===== src/inc/swk_pkg.sv =====
// constants for the soft power wake controller
// Summary of operation
// an enable bit at 1 lets its source raise the power request; 0 blocks it
// enable one: ring1, ring2, kbd clk, mouse clk, grp irq1, grp irq2, ir, rtc
// enable two: bit0 uart1 rx, bit1 uart2 rx; bits 3:2 and 5 reserved
// enable two bit4 enables rtc alarm two wake, reset to 0
// enable two bit6 turns power request pin into power good; reset 0
// enable two bit7 resets to 1 and allows button power off
// status one bits 7:6 and 3:0 show which wake source occurred since last clear
// ring, keyboard, mouse and infrared falling edges set and hold status
// reading status one clears its latched pin edge bits
// status bit7 latches the rtc alarm and clears on status one read
// status bits 4 and 5 show group irqs live; a read never clears them
// power request asserts low on the OR of all enabled wake events
// status two latches uart rx falls and alarm two; read clears them
package swk_pkg;
  localparam logic [7:0] IDX_EN_ONE   = 8'hB0;
  localparam logic [7:0] IDX_EN_TWO   = 8'hB1;
  localparam logic [7:0] IDX_ST_ONE   = 8'hB2;
  localparam logic [7:0] IDX_ST_TWO   = 8'hB3;
  localparam logic [7:0] IDX_IRQ_ST   = 8'hB8;
  localparam logic [7:0] IDX_IRQ_MASK = 8'hB9;

  localparam logic [7:0] RST_EN_ONE   = 8'h00;
  localparam logic [7:0] RST_EN_TWO   = 8'h80;
  localparam logic [7:0] RST_STATUS   = 8'h00;
  localparam logic [2:0] RST_IRQ      = 3'h0;

  localparam logic [7:0] EN_TWO_MASK  = 8'hD3;
  localparam logic [7:0] ST_ONE_LATCH = 8'hCF;
  localparam logic [7:0] ST_TWO_LATCH = 8'h17;
  localparam logic [7:0] ST_TWO_WAKE  = 8'h13;

  localparam int B_RING_ONE  = 0;
  localparam int B_RING_TWO  = 1;
  localparam int B_KBD_CLK   = 2;
  localparam int B_MOUSE_CLK = 3;
  localparam int B_GRP_ONE   = 4;
  localparam int B_GRP_TWO   = 5;
  localparam int B_IR_RX     = 6;
  localparam int B_RTC       = 7;
  localparam int B_RX_ONE    = 0;
  localparam int B_RX_TWO    = 1;
  localparam int B_BUTTON    = 2;
  localparam int B_ALARM_TWO = 4;
  localparam int B_PG_SEL    = 6;
  localparam int B_OFF_EN    = 7;

  localparam int B_IRQ_ONE   = 0;
  localparam int B_IRQ_TWO   = 1;
  localparam int B_IRQ_OFF   = 2;

  localparam int PIN_N       = 9;
  localparam int ADDR_W      = 12;

  function automatic logic hit(input logic [11:0] addr,
                               input logic [7:0]  idx);
    hit = (addr[11:10] == 2'h0) && (addr[9:2] == idx);
  endfunction : hit
endpackage : swk_pkg


===== src/verilog/swk_top.sv =====
// soft power wake controller: enables, wake status, power request pin
//
// Our own choice: the APB slave port.
`timescale 1ns/1ps
module swk_top (
  input  wire logic        clk_sys,
  input  wire logic        rstn,
  input  wire logic        psel,
  input  wire logic        penable,
  input  wire logic        pwrite,
  input  wire logic [11:0] paddr,
  input  wire logic [31:0] pwdata,
  output logic      [31:0] prdata,
  output logic             pready,
  output logic             pslverr,
  input  wire logic        ring_one_pin,
  input  wire logic        ring_two_pin,
  input  wire logic        keyboard_clock_pin,
  input  wire logic        mouse_clock_pin,
  input  wire logic        infrared_rx_pin,
  input  wire logic        uart_one_rx_pin,
  input  wire logic        uart_two_rx_pin,
  input  wire logic        button_n_pin,
  input  wire logic        rtc_alarm,
  input  wire logic        alarm_two,
  input  wire logic        group_irq_one_state,
  input  wire logic        group_irq_two_state,
  input  wire logic        power_request_n_i,
  output logic             power_request_n_o,
  output logic             power_request_n_oe_n,
  output logic             power_good,
  output logic             power_off_request,
  output logic             irq
);

  logic rst_meta_ff;
  logic rst_n_ff;

  // async assert, synchronous release
  always_ff @(posedge clk_sys or negedge rstn) begin
    if (!rstn) begin
      rst_meta_ff <= 1'b0;
      rst_n_ff    <= 1'b0;
    end else begin
      rst_meta_ff <= 1'b1;
      rst_n_ff    <= rst_meta_ff;
    end
  end

  logic [swk_pkg::PIN_N-1:0] pins;
  logic [swk_pkg::PIN_N-1:0] pin_level;
  logic [swk_pkg::PIN_N-1:0] pin_fall;

  assign pins = {power_request_n_i,
                 button_n_pin,
                 uart_two_rx_pin,
                 uart_one_rx_pin,
                 infrared_rx_pin,
                 mouse_clock_pin,
                 keyboard_clock_pin,
                 ring_two_pin,
                 ring_one_pin};

  swk_pin_sync #(
    .W (swk_pkg::PIN_N)
  ) u_sync (
    .clk_sys (clk_sys),
    .rst_n   (rst_n_ff),
    .pin     (pins),
    .level   (pin_level),
    .fall    (pin_fall)
  );

  logic ring_one_event;
  logic ring_two_event;
  logic keyboard_clock_event;
  logic mouse_clock_event;
  logic infrared_receive_event;
  logic uart_one_rx_event;
  logic uart_two_rx_event;
  logic button_event;
  logic pin_level_power;

  assign ring_one_event         = pin_fall[0];
  assign ring_two_event         = pin_fall[1];
  assign keyboard_clock_event   = pin_fall[2];
  assign mouse_clock_event      = pin_fall[3];
  assign infrared_receive_event = pin_fall[4];
  assign uart_one_rx_event      = pin_fall[5];
  assign uart_two_rx_event      = pin_fall[6];
  assign button_event           = pin_fall[7];
  assign pin_level_power        = pin_level[8];

  // internal sources share this clock, no synchroniser needed
  logic rtc_alarm_ff;
  logic alarm_two_ff;
  logic rtc_alarm_event;
  logic alarm_two_event;

  assign rtc_alarm_event = rtc_alarm & ~rtc_alarm_ff;
  assign alarm_two_event = alarm_two & ~alarm_two_ff;

  always_ff @(posedge clk_sys or negedge rst_n_ff) begin
    if (!rst_n_ff) begin
      rtc_alarm_ff <= 1'b0;
      alarm_two_ff <= 1'b0;
    end else begin
      rtc_alarm_ff <= rtc_alarm;
      alarm_two_ff <= alarm_two;
    end
  end

  logic [7:0] en_one_ff;
  logic [7:0] en_two_ff;
  logic [7:0] st_one_ff;
  logic [7:0] st_two_ff;
  logic [2:0] irq_st_ff;
  logic [2:0] irq_mask_ff;
  logic [7:0] st_one_view;
  logic       wr_en_one;
  logic       wr_en_two;
  logic       wr_irq_st;
  logic       wr_irq_mask;
  logic       rd_st_one;
  logic       rd_st_two;

  swk_apb_slave u_apb (
    .psel        (psel),
    .penable     (penable),
    .pwrite      (pwrite),
    .paddr       (paddr),
    .en_one      (en_one_ff),
    .en_two      (en_two_ff),
    .st_one      (st_one_view),
    .st_two      (st_two_ff),
    .irq_st      (irq_st_ff),
    .irq_mask    (irq_mask_ff),
    .prdata      (prdata),
    .pready      (pready),
    .pslverr     (pslverr),
    .wr_en_one   (wr_en_one),
    .wr_en_two   (wr_en_two),
    .wr_irq_st   (wr_irq_st),
    .wr_irq_mask (wr_irq_mask),
    .rd_st_one   (rd_st_one),
    .rd_st_two   (rd_st_two)
  );

  logic [7:0] nxt_en_one;
  logic [7:0] nxt_en_two;

  // reserved enable bits hold zero
  assign nxt_en_one = wr_en_one ? pwdata[7:0] : en_one_ff;
  assign nxt_en_two = wr_en_two ?
                      (pwdata[7:0] & swk_pkg::EN_TWO_MASK) : en_two_ff;

  always_ff @(posedge clk_sys or negedge rst_n_ff) begin
    if (!rst_n_ff) begin
      en_one_ff <= swk_pkg::RST_EN_ONE;
      en_two_ff <= swk_pkg::RST_EN_TWO;
    end else begin
      en_one_ff <= nxt_en_one;
      en_two_ff <= nxt_en_two;
    end
  end

  logic [7:0] set_one;
  logic [7:0] set_two;
  logic [7:0] keep_one;
  logic [7:0] keep_two;
  logic [7:0] nxt_st_one;
  logic [7:0] nxt_st_two;

  assign set_one = {rtc_alarm_event,
                    infrared_receive_event,
                    2'b00,
                    mouse_clock_event,
                    keyboard_clock_event,
                    ring_two_event,
                    ring_one_event};

  assign set_two = {3'b000,
                    alarm_two_event,
                    1'b0,
                    button_event,
                    uart_two_rx_event,
                    uart_one_rx_event};

  // a new edge in the reading cycle survives the clear
  assign keep_one = rd_st_one ? 8'h00 : st_one_ff;
  assign keep_two = rd_st_two ? 8'h00 : st_two_ff;
  assign nxt_st_one = (keep_one | set_one) & swk_pkg::ST_ONE_LATCH;
  assign nxt_st_two = (keep_two | set_two) & swk_pkg::ST_TWO_LATCH;

  // group irq bits are live, never stored, so a read cannot clear them
  assign st_one_view = {st_one_ff[7:6],
                        group_irq_two_state,
                        group_irq_one_state,
                        st_one_ff[3:0]};

  always_ff @(posedge clk_sys or negedge rst_n_ff) begin
    if (!rst_n_ff) begin
      st_one_ff <= swk_pkg::RST_STATUS;
      st_two_ff <= swk_pkg::RST_STATUS;
    end else begin
      st_one_ff <= nxt_st_one;
      st_two_ff <= nxt_st_two;
    end
  end

  // enable fields by name; reserved bits of enable two get no wire
  logic ring_one_wake_en;
  logic ring_two_wake_en;
  logic keyboard_clock_wake_en;
  logic mouse_clock_wake_en;
  logic group_irq_one_wake_en;
  logic group_irq_two_wake_en;
  logic infrared_rx_two_wake_en;
  logic rtc_alarm_wake_en;
  logic uart_one_rx_wake_en;
  logic uart_two_rx_wake_en;
  logic alarm_two_wake_en;
  logic power_good_select;
  logic button_off_en;

  assign ring_one_wake_en        = en_one_ff[swk_pkg::B_RING_ONE];
  assign ring_two_wake_en        = en_one_ff[swk_pkg::B_RING_TWO];
  assign keyboard_clock_wake_en  = en_one_ff[swk_pkg::B_KBD_CLK];
  assign mouse_clock_wake_en     = en_one_ff[swk_pkg::B_MOUSE_CLK];
  assign group_irq_one_wake_en   = en_one_ff[swk_pkg::B_GRP_ONE];
  assign group_irq_two_wake_en   = en_one_ff[swk_pkg::B_GRP_TWO];
  assign infrared_rx_two_wake_en = en_one_ff[swk_pkg::B_IR_RX];
  assign rtc_alarm_wake_en       = en_one_ff[swk_pkg::B_RTC];
  assign uart_one_rx_wake_en     = en_two_ff[swk_pkg::B_RX_ONE];
  assign uart_two_rx_wake_en     = en_two_ff[swk_pkg::B_RX_TWO];
  assign alarm_two_wake_en       = en_two_ff[swk_pkg::B_ALARM_TWO];
  assign power_good_select       = en_two_ff[swk_pkg::B_PG_SEL];
  assign button_off_en           = en_two_ff[swk_pkg::B_OFF_EN];

  logic wake_ring_one;
  logic wake_ring_two;
  logic wake_keyboard;
  logic wake_mouse;
  logic wake_group_one;
  logic wake_group_two;
  logic wake_infrared;
  logic wake_rtc;
  logic wake_rx_one;
  logic wake_rx_two;
  logic wake_alarm_two;
  logic wake_one;
  logic wake_two;
  logic wake_any;
  logic pg_sel;
  logic off_en;

  // a disabled source still shows its status but never requests power
  assign wake_ring_one  = st_one_view[swk_pkg::B_RING_ONE] &
                          ring_one_wake_en;
  assign wake_ring_two  = st_one_view[swk_pkg::B_RING_TWO] &
                          ring_two_wake_en;
  assign wake_keyboard  = st_one_view[swk_pkg::B_KBD_CLK] &
                          keyboard_clock_wake_en;
  assign wake_mouse     = st_one_view[swk_pkg::B_MOUSE_CLK] &
                          mouse_clock_wake_en;
  assign wake_group_one = st_one_view[swk_pkg::B_GRP_ONE] &
                          group_irq_one_wake_en;
  assign wake_group_two = st_one_view[swk_pkg::B_GRP_TWO] &
                          group_irq_two_wake_en;
  assign wake_infrared  = st_one_view[swk_pkg::B_IR_RX] &
                          infrared_rx_two_wake_en;
  assign wake_rtc       = st_one_view[swk_pkg::B_RTC] &
                          rtc_alarm_wake_en;
  assign wake_rx_one    = st_two_ff[swk_pkg::B_RX_ONE] &
                          uart_one_rx_wake_en;
  assign wake_rx_two    = st_two_ff[swk_pkg::B_RX_TWO] &
                          uart_two_rx_wake_en;
  assign wake_alarm_two = st_two_ff[swk_pkg::B_ALARM_TWO] &
                          alarm_two_wake_en;

  assign pg_sel = power_good_select;
  assign off_en = button_off_en;

  // button bit is status only and never requests power
  assign wake_one = wake_ring_one | wake_ring_two | wake_keyboard |
                    wake_mouse | wake_group_one | wake_group_two |
                    wake_infrared | wake_rtc;
  assign wake_two = wake_rx_one | wake_rx_two | wake_alarm_two;
  assign wake_any = wake_one | wake_two;

  logic req_n_ff;
  logic pgood_ff;
  logic off_req_ff;

  always_ff @(posedge clk_sys or negedge rst_n_ff) begin
    if (!rst_n_ff) begin
      req_n_ff   <= 1'b1;
      pgood_ff   <= 1'b0;
      off_req_ff <= 1'b0;
    end else begin
      req_n_ff   <= ~wake_any;
      pgood_ff   <= pg_sel & pin_level_power;
      off_req_ff <= off_en & button_event;
    end
  end

  // in power good mode the pin is released and sampled instead
  assign power_request_n_o    = req_n_ff;
  assign power_request_n_oe_n = pg_sel;
  assign power_good           = pgood_ff;
  assign power_off_request    = off_req_ff;

  logic       irq_from_one;
  logic       irq_from_two;
  logic       irq_from_button;
  logic [2:0] irq_ev;
  logic [2:0] irq_pending;
  logic [2:0] nxt_irq_st;
  logic [2:0] nxt_irq_mask;

  // a button press is a status two latch too, so it raises both bits
  assign irq_from_one    = |set_one;
  assign irq_from_two    = |(set_two & swk_pkg::ST_TWO_LATCH);
  assign irq_from_button = button_event;
  assign irq_ev = {irq_from_button, irq_from_two, irq_from_one};

  // write one clears, a same-cycle event wins
  assign nxt_irq_st = wr_irq_st ?
                      ((irq_st_ff & ~pwdata[2:0]) | irq_ev) :
                      (irq_st_ff | irq_ev);
  assign nxt_irq_mask = wr_irq_mask ? pwdata[2:0] : irq_mask_ff;

  always_ff @(posedge clk_sys or negedge rst_n_ff) begin
    if (!rst_n_ff) begin
      irq_st_ff   <= swk_pkg::RST_IRQ;
      irq_mask_ff <= swk_pkg::RST_IRQ;
    end else begin
      irq_st_ff   <= nxt_irq_st;
      irq_mask_ff <= nxt_irq_mask;
    end
  end

  assign irq_pending = irq_st_ff & irq_mask_ff;
  assign irq         = |irq_pending;

endmodule : swk_top


===== src/verilog/swk_pin_sync.sv =====
// three flop pin synchroniser with stable level and falling edge pulse
`timescale 1ns/1ps
module swk_pin_sync #(
  parameter int W = 9
) (
  input  wire logic         clk_sys,
  input  wire logic         rst_n,
  input  wire logic [W-1:0] pin,
  output logic      [W-1:0] level,
  output logic      [W-1:0] fall
);
  logic [W-1:0] q1_ff;
  logic [W-1:0] q2_ff;
  logic [W-1:0] q3_ff;
  logic [W-1:0] level_ff;
  logic [W-1:0] nxt_level;

  // a change counts only when stages two and three agree
  assign nxt_level = (q2_ff & q3_ff) | (level_ff & (q2_ff | q3_ff));
  assign level     = level_ff;
  assign fall      = level_ff & ~nxt_level;

  always_ff @(posedge clk_sys or negedge rst_n) begin
    if (!rst_n) begin
      q1_ff    <= '1;
      q2_ff    <= '1;
      q3_ff    <= '1;
      level_ff <= '1;
    end else begin
      q1_ff    <= pin;
      q2_ff    <= q1_ff;
      q3_ff    <= q2_ff;
      level_ff <= nxt_level;
    end
  end
endmodule : swk_pin_sync


===== src/verilog/swk_apb_slave.sv =====
// apb decode: write strobes, read-to-clear strobes, read data select
`timescale 1ns/1ps
module swk_apb_slave (
  input  wire logic        psel,
  input  wire logic        penable,
  input  wire logic        pwrite,
  input  wire logic [11:0] paddr,
  input  wire logic [7:0]  en_one,
  input  wire logic [7:0]  en_two,
  input  wire logic [7:0]  st_one,
  input  wire logic [7:0]  st_two,
  input  wire logic [2:0]  irq_st,
  input  wire logic [2:0]  irq_mask,
  output logic      [31:0] prdata,
  output logic             pready,
  output logic             pslverr,
  output logic             wr_en_one,
  output logic             wr_en_two,
  output logic             wr_irq_st,
  output logic             wr_irq_mask,
  output logic             rd_st_one,
  output logic             rd_st_two
);
  logic       acc;
  logic       h_e1;
  logic       h_e2;
  logic       h_s1;
  logic       h_s2;
  logic       h_is;
  logic       h_im;
  logic       mapped;
  logic [7:0] rsel;

  assign acc  = psel & penable;
  assign h_e1 = swk_pkg::hit(paddr, swk_pkg::IDX_EN_ONE);
  assign h_e2 = swk_pkg::hit(paddr, swk_pkg::IDX_EN_TWO);
  assign h_s1 = swk_pkg::hit(paddr, swk_pkg::IDX_ST_ONE);
  assign h_s2 = swk_pkg::hit(paddr, swk_pkg::IDX_ST_TWO);
  assign h_is = swk_pkg::hit(paddr, swk_pkg::IDX_IRQ_ST);
  assign h_im = swk_pkg::hit(paddr, swk_pkg::IDX_IRQ_MASK);
  assign mapped = h_e1 | h_e2 | h_s1 | h_s2 | h_is | h_im;

  // zero wait states; unmapped addresses answer with an error
  assign pready  = 1'b1;
  assign pslverr = acc & ~mapped;

  assign wr_en_one   = acc & pwrite & h_e1;
  assign wr_en_two   = acc & pwrite & h_e2;
  assign wr_irq_st   = acc & pwrite & h_is;
  assign wr_irq_mask = acc & pwrite & h_im;
  assign rd_st_one   = acc & ~pwrite & h_s1;
  assign rd_st_two   = acc & ~pwrite & h_s2;

  assign rsel = h_e1 ? en_one :
                h_e2 ? en_two :
                h_s1 ? st_one :
                h_s2 ? st_two :
                h_is ? {5'h00, irq_st} :
                h_im ? {5'h00, irq_mask} : 8'h00;
  assign prdata = {24'h000000, rsel};
endmodule : swk_apb_slave


===== config.mk =====
export PLATFORM = sky130hd
export DESIGN_NAME = swk_top
export DESIGN_NICKNAME = d
export VERILOG_FILES = /design/src/inc/swk_pkg.sv /design/src/verilog/swk_top.sv /design/src/verilog/swk_pin_sync.sv /design/src/verilog/swk_apb_slave.sv
export SDC_FILE = /design/constraint.sdc
export NUM_CORES = 1
export LEC_CHECK = 0
export ABC_AREA = 1
export BUFFER_PORTS_ARGS = -buffer_cell sky130_fd_sc_hd__buf_2
export CAP_MARGIN = 15
export CORE_ASPECT_RATIO = 1.5
export CORE_MARGIN = 1
export CORE_UTILIZATION = 51
export DETAILED_ROUTE_END_ITERATION = 10
export GPL_TIMING_DRIVEN = 0
export PLACE_DENSITY = 0.81
export SLEW_MARGIN = 10
export SYNTH_ARGS = -nofsm -noshare
export SYNTH_HDL_FRONTEND = slang
export SYNTH_SLANG_ARGS = --single-unit

===== constraint.sdc =====
create_clock -name clk_sys -period 2.7 [get_ports clk_sys]
set_clock_uncertainty 0.2 [all_clocks]
set_input_delay 0.135 -clock clk_sys [delete_from_list [all_inputs] [get_ports clk_sys]]
set_output_delay 0.135 -clock clk_sys [all_outputs]
set_load 0.005 [all_outputs]

==> results of run 1 <==
[power groups by stage]
stage / combinational [uW] / clock, uW / sequential [uW]
floorplan: 90.8 / 0 / 1190
detailed placement: 155 / 0 / 1190
CTS: 180 / 846 / 1170
global route: 201 / 900 / 1180
global placement: 131 / 0 / 1200
finish: 180 / 821 / 1170
[cell usage after synthesis (all sizes together)]
master / instances / area share [%]
nand3: 21 / 4.0
dfrtp: 34 / 26
inv: 46 / 5.3
a2111oi: 1 / 0.27
clkinv: 1 / 0.15
maj3: 1 / 0.31
a22o: 1 / 0.27
buf: 28 / 6.8
dfstp: 38 / 31
nand4: 7 / 1.3
o21ai: 51 / 8.7
o22ai: 1 / 0.19
o2111a: 1 / 0.35
conb: 2 / 0.23
nor3: 2 / 0.66
nor2: 18 / 3.5
nand2: 64 / 8.3
a21oi: 10 / 1.8
o211ai: 3 / 0.85
[kinds of logic (layout without fill, tap and decap cells)]
logic type               count (synthesis)  count (layout)  synth area share, %
AO/OA/AOI/OAI                           68              68                 12.4
other                                    2              26                0.231
AND/OR/NAND/NOR                        112             112                 17.8
flip-flops                              72              72                 57.0
buffers and inverters                   75             164                 12.3
adder cells (fa/ha/maj)                  1               1                0.309
[registers in the layout, indices dropped and copies added (netlist names), 3 cells and up]
signal and count:
u_sync.level 9, u_sync.q1_ff 9, u_sync.q2_ff 9, u_sync.q3_ff 9, en_one_ff 8, st_one_ff 6
en_two_ff 5, st_two_ff 4, irq_mask_ff 3, irq_st_ff 3
[worst max-delay path, delay by kind of cell]
family                 cells  cell delay [ps]
and+or+nand+nor            2              150
AOI/OAI and AO/OA          1              300
buffers and inverters      3             1220
[repair_timing]
action	4_1_cts	5_1_grt
hold buffers	23	0
setup endpoints to repair	0	0
endpoints found under the hold margin	34	0
[stage by stage]
step,cell area (um2),total power (uW)
floorplan,3330,1280
global placement,3670,1330
detailed placement,3700,1350
CTS,4130,2200
global route,4130,2280
finish,4130,2170
[final cells by class]
| class | instances | area, um2 | share of cell area (%) |
|---|---|---|---|
| Timing Repair Buffer | 73 | 503 | 12.2 |
| Tap cell | 74 | 92.6 | 2.24 |
| Clock inverter | 7 | 71.3 | 1.73 |
| Sequential cell | 72 | 1850 | 44.9 |
| Multi-Input combinational cell | 207 | 1090 | 26.3 |
| Clock buffer | 9 | 124 | 3.00 |
| Inverter | 47 | 178 | 4.30 |
| Buffer | 28 | 221 | 5.36 |
[how the worst max path moves through the flow]
stage / startpoint / end / slack, ps / cells past startpoint
2_1_floorplan: rst_n_ff / alarm_two_ff / 410 / 0
3_3_place_gp: rst_n_ff / st_one_ff[0] / -240 / 0
3_5_place_dp: penable / irq_st_ff[0] / 1010 / 6
4_1_cts: group_irq_two_state / power_request_n_o / 930 / 6
5_1_grt: en_one_ff[4] / power_request_n_o / 800 / 4
6_report: group_irq_two_state / power_request_n_o / 930 / 6
[per-layer routing]
layer / wire length [um] / vias up / global-route usage [%]
met5: 0 / - / 0
met3: 367 / 26 / 6.65
met4: 291 / 0 / 14.9
met1: 2490 / 1166 / 24.3
met2: 3330 / 95 / 35.1
li1: - / 1233 / -
==> flow_summary.ini, run 1 <==
[place]
place.detailed.hpwl_mm = 4.77
io_buffers = 49
dp_slack_ps = 1010
placed_cells = 478
gp_congestion = 0.870

[global_route]
grt_pass1_vias = 2420
grt_overflow = 0
grt_antenna_before_repair = 0
grt_pass1_wl_mm = 10.5
grt_usage_pct = 21.9
grt_max_degree = 52

[timing]
max_freq_mhz = 564
slew_violations = 0
setup_viol = 0
slew_headroom_pct = 55.1
rsz0062_at_grt = no
fin_ws_ps = 926
finalHoldViolations = 0
fin_crit_sh_pct = 65.7
timing.hold.ws_ps = 15.2
worstMarginPinSlew_ps = 671
fin_crit_ps = 1770
finalSetupTns_ps = 0

[pwr]
intPower_uw = 1660
p_leak_uw = 0.00204
p_clk_share_pct = 37.8
p_per_area_mw_per_mm2 = 527
sequentialPowerShare_pct = 53.9
swShare_pct = 23.6
combPwrFrac_pct = 8.3
switching_power_uw = 513
vdd_drop_max_mv = 0.383

[route]
ant_nets = 0
wl_mm = 6.48
vias_per_cell = 4.87
vias = 2520
wl_per_cell_um = 12.5
drc_errors = 0
drt_iter0_drc = 122
firstDrtPassIters = 4

[synthesis]
synth_seq_area_share_pct = 57.0
ys_ff_latch = 72
synthCells = 330
synth_area_per_cell_um2 = 9.83
syn-cell-area_mm2 = 0.00324
synthDistinctLibCells = 32
ys_warn_count = 0

[floorplanning]
dieWidth_um = 67.1
start_util_pct = 52.9
dieHeight_um = 99.7
core-area_mm2 = 0.00613
fp-row-count = 35
boundaryPins = 101
dieArea_mm2 = 0.00669

[setup_path]
required_ps = 2720
worstSetupStartpointType = primary input
crit_path_max_fanout = 2
cp_cell_sequence = dlygate4sd3_1 -> buf_2 -> nand2_1 -> nand4_1 -> dlygate4sd3_1 -> a2111oi_0
slowest_stage = dlygate4sd3_1
crit_type = in2reg
regToRegSetupSlack_ps = 950
ff2ff_path_depth = 4
regToRegStartpoint = st_one_ff[7]
crit_path_end_kind = flip-flop
critPathMaxStageDelay_ps = 560
worstPathArrival_ps = 1800
critical_path.most_common_cell = dlygate4sd3_1
r2r_end = power_request_n_o

[finish]
n_fill_cell = 501
fin_cells = 517
drive_gt1_share_pct = 37.7
num-nets-final = 500
final_cell_mix = 55 x nand2_1, 49 x buf_2, 42 x inv_1
area_delta_synth_final_pct = 27.3
diodes = 0
fin_util_pct = 67.3
final_common_cell = nand2_1

[cts]
cts_sinks = 72
cts_resized = 0
clk_path_buf_depth = 2
cts_setup_buffers = 0
cts_buffers = 9
clk_latency_ps = 350
cts_tree = done
cts-root-buf = clkbuf_8
clk_pin_slew_ps = 80
htreeDepth = 3

[run]
max_cap_viol_count = 0

[worst_hold_path]
hold_path_class = reg2async

[outcome]
status = finished clean
Note: power is estimated with default switching activity, not from simulation.
==> inputs of run 2 (changes only) <==
--- a/config.mk
+++ b/config.mk
@@ -5,15 +5,15 @@
 export SDC_FILE = /design/constraint.sdc
 export NUM_CORES = 1
 export LEC_CHECK = 0
-export ABC_AREA = 1
+export ABC_AREA = 0
 export BUFFER_PORTS_ARGS = -buffer_cell sky130_fd_sc_hd__buf_2
 export CAP_MARGIN = 15
 export CORE_ASPECT_RATIO = 1.5
 export CORE_MARGIN = 1
-export CORE_UTILIZATION = 51
+export CORE_UTILIZATION = 45
 export DETAILED_ROUTE_END_ITERATION = 10
 export GPL_TIMING_DRIVEN = 0
-export PLACE_DENSITY = 0.81
+export PLACE_DENSITY = 0.76
 export SLEW_MARGIN = 10
 export SYNTH_ARGS = -nofsm -noshare
 export SYNTH_HDL_FRONTEND = slang
==> constraint.sdc (replaced) <==
create_clock -name clk_sys -period 1.62 [get_ports clk_sys]
set_clock_uncertainty 0.2 [all_clocks]
set_input_delay 0.081 -clock clk_sys [delete_from_list [all_inputs] [get_ports clk_sys]]
set_output_delay 0.081 -clock clk_sys [all_outputs]
set_load 0.005 [all_outputs]
==> run 2 against run 1 <==
The run now ends with setup timing left. Register-to-register slack worse by 1000 ps. Die area is 5.9% higher. Cell count is 20% lower. Core utilization is 5.4 points lower. Area after synthesis is 6.4% lower. Hold slack better by 19 ps. Clock power is 53% higher. Combinational power is 76% higher. Critical path depth is 2 lower. Wire length is 7.9% lower. Count of clock-buffer cells in the layout is 1 higher. Critical path type is now reg2out. Largest cell class unchanged.
==> flow_summary.ini, run 2 <==
[outcome]
status = finished with violations
violations = setup timing

[setup_path]
cp_cell_sequence = mux4_2 -> mux2i_1 -> nor3_1 -> buf_2
required_ps = 1340
critPathMaxStageDelay_ps = 460
slowest_stage = mux4_2
crit_path_max_fanout = 2
path_buf_inv = 1
worstPathArrival_ps = 1530
crit_type = reg2out
crit_path_end_kind = primary output
crit_family = multiplexers
regToRegSetupSlack_ps = -80
worstSetupStartpointType = flip-flop

[synthesis]
ys_warn_count = 0
synthArstFlopShare_pct = 100
synthDistinctLibCells = 41
syn-cell-area_mm2 = 0.00304
synth-main-ff-cell = dfstp_2
synth.most_common_cell = dfstp_2
ys_top_cells_by_count = 38 x dfstp_2, 34 x dfrtp_1, 25 x buf_4
synth_area_leaders = dfstp_2 33%, dfrtp_1 28%, buf_4 6.2%
synth_seq_area_share_pct = 60.9
ys_ff_latch = 72
synth_top_area_cell = dfstp_2
synth_top_area_share_pct = 32.9
synthCells = 217
synth_area_per_cell_um2 = 14.0
synth_edf_count = 0

[global_route]
grt_pass1_vias = 1972
grt_overflow = 0
grt_antenna_before_repair = 0
grt_max_degree = 70
grt_pass1_wl_mm = 9.43
grt_usage_pct = 17.6

[cts]
cts_buffers = 9
htreeDepth = 3
cts-root-buf = clkbuf_8
cts_sinks = 72
clk_pin_slew_ps = 70
cts_tree = done
clk_latency_ps = 340
clk_path_buf_depth = 2

[pwr]
finalPower_uw = 3530
switching_power_uw = 842
p_per_area_mw_per_mm2 = 878
combPwrFrac_pct = 9.0
swShare_pct = 23.9
intPower_uw = 2680
vdd_drop_max_mv = 0.595
sequentialPowerShare_pct = 55.2
p_clk_share_pct = 35.8
p_leak_uw = 0.00185

[timing]
slew_violations = 0
finalHoldViolations = 0
rsz0062_at_grt = yes
fin_crit_ps = 1810
worstMarginPinSlew_ps = 511
finalSetupTns_ps = -765
setup_viol = 6
slew_headroom_pct = 65.8
timing.hold.ws_ps = 33.8
fin_crit_sh_pct = 112
fin_ws_ps = -195
max_freq_mhz = 551

[floorplanning]
boundaryPins = 101
start_util_pct = 46.8
dieWidth_um = 69.1
core-area_mm2 = 0.00649
dieArea_mm2 = 0.00708
fp-row-count = 36
dieHeight_um = 103

[place]
placed_cells = 366
place.detailed.hpwl_mm = 4.09
io_buffers = 48
gp_congestion = 0.824

[finish]
multiInputGateArea_mm2 = 0.00109
final_cell_mix = 51 x buf_2, 38 x dfstp_2, 35 x buf_4
drive_gt1_share_pct = 52.1
fin_cells = 416
fin_util_pct = 61.9
num-nets-final = 397
n_fill_cell = 521
final_common_cell = buf_2
seqCellArea_mm2 = 0.00185
diodes = 0
area_delta_synth_final_pct = 32.4

[route]
wl_per_cell_um = 14.3
ant_nets = 0
vias_per_cell = 4.84
drt_iter0_drc = 96
wl_mm = 5.97
drc_errors = 0
vias = 2013
firstDrtPassIters = 4

[worst_hold_path]
hold_path_class = in2reg

[run]
max_cap_viol_count = 0
-- run 2: what timing repair did --
action	in CTS	in global routing
setup endpoints to repair	7	10
pin swaps	2	1
hold buffers	23	0
setup buffers	10	1
gates resized for setup	1	7
endpoints found under the hold margin	35	0
cloned	0	0
-- run 2: power groups by stage --
stage / Sequential, uW / Combinational [uW] / Clock [uW]
after global routing: 1960 / 352 / 1380
after floorplan: 1990 / 153 / 0
final: 1950 / 317 / 1260
after global placement: 2000 / 223 / 0
after CTS: 1950 / 315 / 1310
after detailed placement: 1980 / 266 / 0
-- run 2: metrics by stage --
stage | worst slack (ps) | instance area, um2
after detailed placement | -139 | 3490
final | -195 | 4020
after floorplan | -49.1 | 3130
after CTS | -208 | 3990
after global placement | -153 | 3460
after global routing | -282 | 4020
-- run 2: cells by family after synthesis --
| group | after synthesis | synth area share [%] |
|---|---|---|
| AND/OR/NAND/NOR | 49 | 10.6 |
| other | 2 | 0.247 |
| adder cells (fa/ha/maj) | 9 | 2.97 |
| AO/OA/AOI/OAI | 26 | 6.72 |
| flip-flops | 72 | 60.9 |
| multiplexers | 29 | 11.6 |
| buffers and inverters | 30 | 6.92 |
-- run 2: worst paths after layout --
path / startpoint / cells after the start / endpoint
setup reg to reg: u_sync.q2_ff[1] / 3 / irq_st_ff[0]
hold reg to reg: rst_n_ff / 0 / u_sync.q1_ff[4]
min in group asynchronous: rst_n_ff / 0 / u_sync.q1_ff[4]
max in group asynchronous: rstn / 3 / rst_n_ff
hold / removal: paddr[3] / 4 / irq_st_ff[2]
setup / recovery: irq_mask_ff[0] / 4 / prdata[0]
-- run 2: layer usage --
layer  global-route usage [%]  wire, um  share of wire, %  vias up
met5                        0         0                 0        -
met4                     7.06       125               2.1        0
met3                     4.50       304               5.1        9
met2                     30.8      3060                51       72
met1                     20.9      2470                41      960
li1                         -         -                 -      972
-- run 2: layout make-up --
type	instances	area share, %
plain buffers	29	5.17
clock buffers	10	3.43
clock inverters	6	1.12
inverters	1	0.0934
multi-input cells	139	27.2
flip-flops and latches	72	46.1
well taps	76	2.37
repair buffers	83	14.5
-- run 2: tightest hold or removal path: stages --
cell and delay, ps:
buf_2 150, nor4b_2 100, nand4_1 100, a21o_1 110
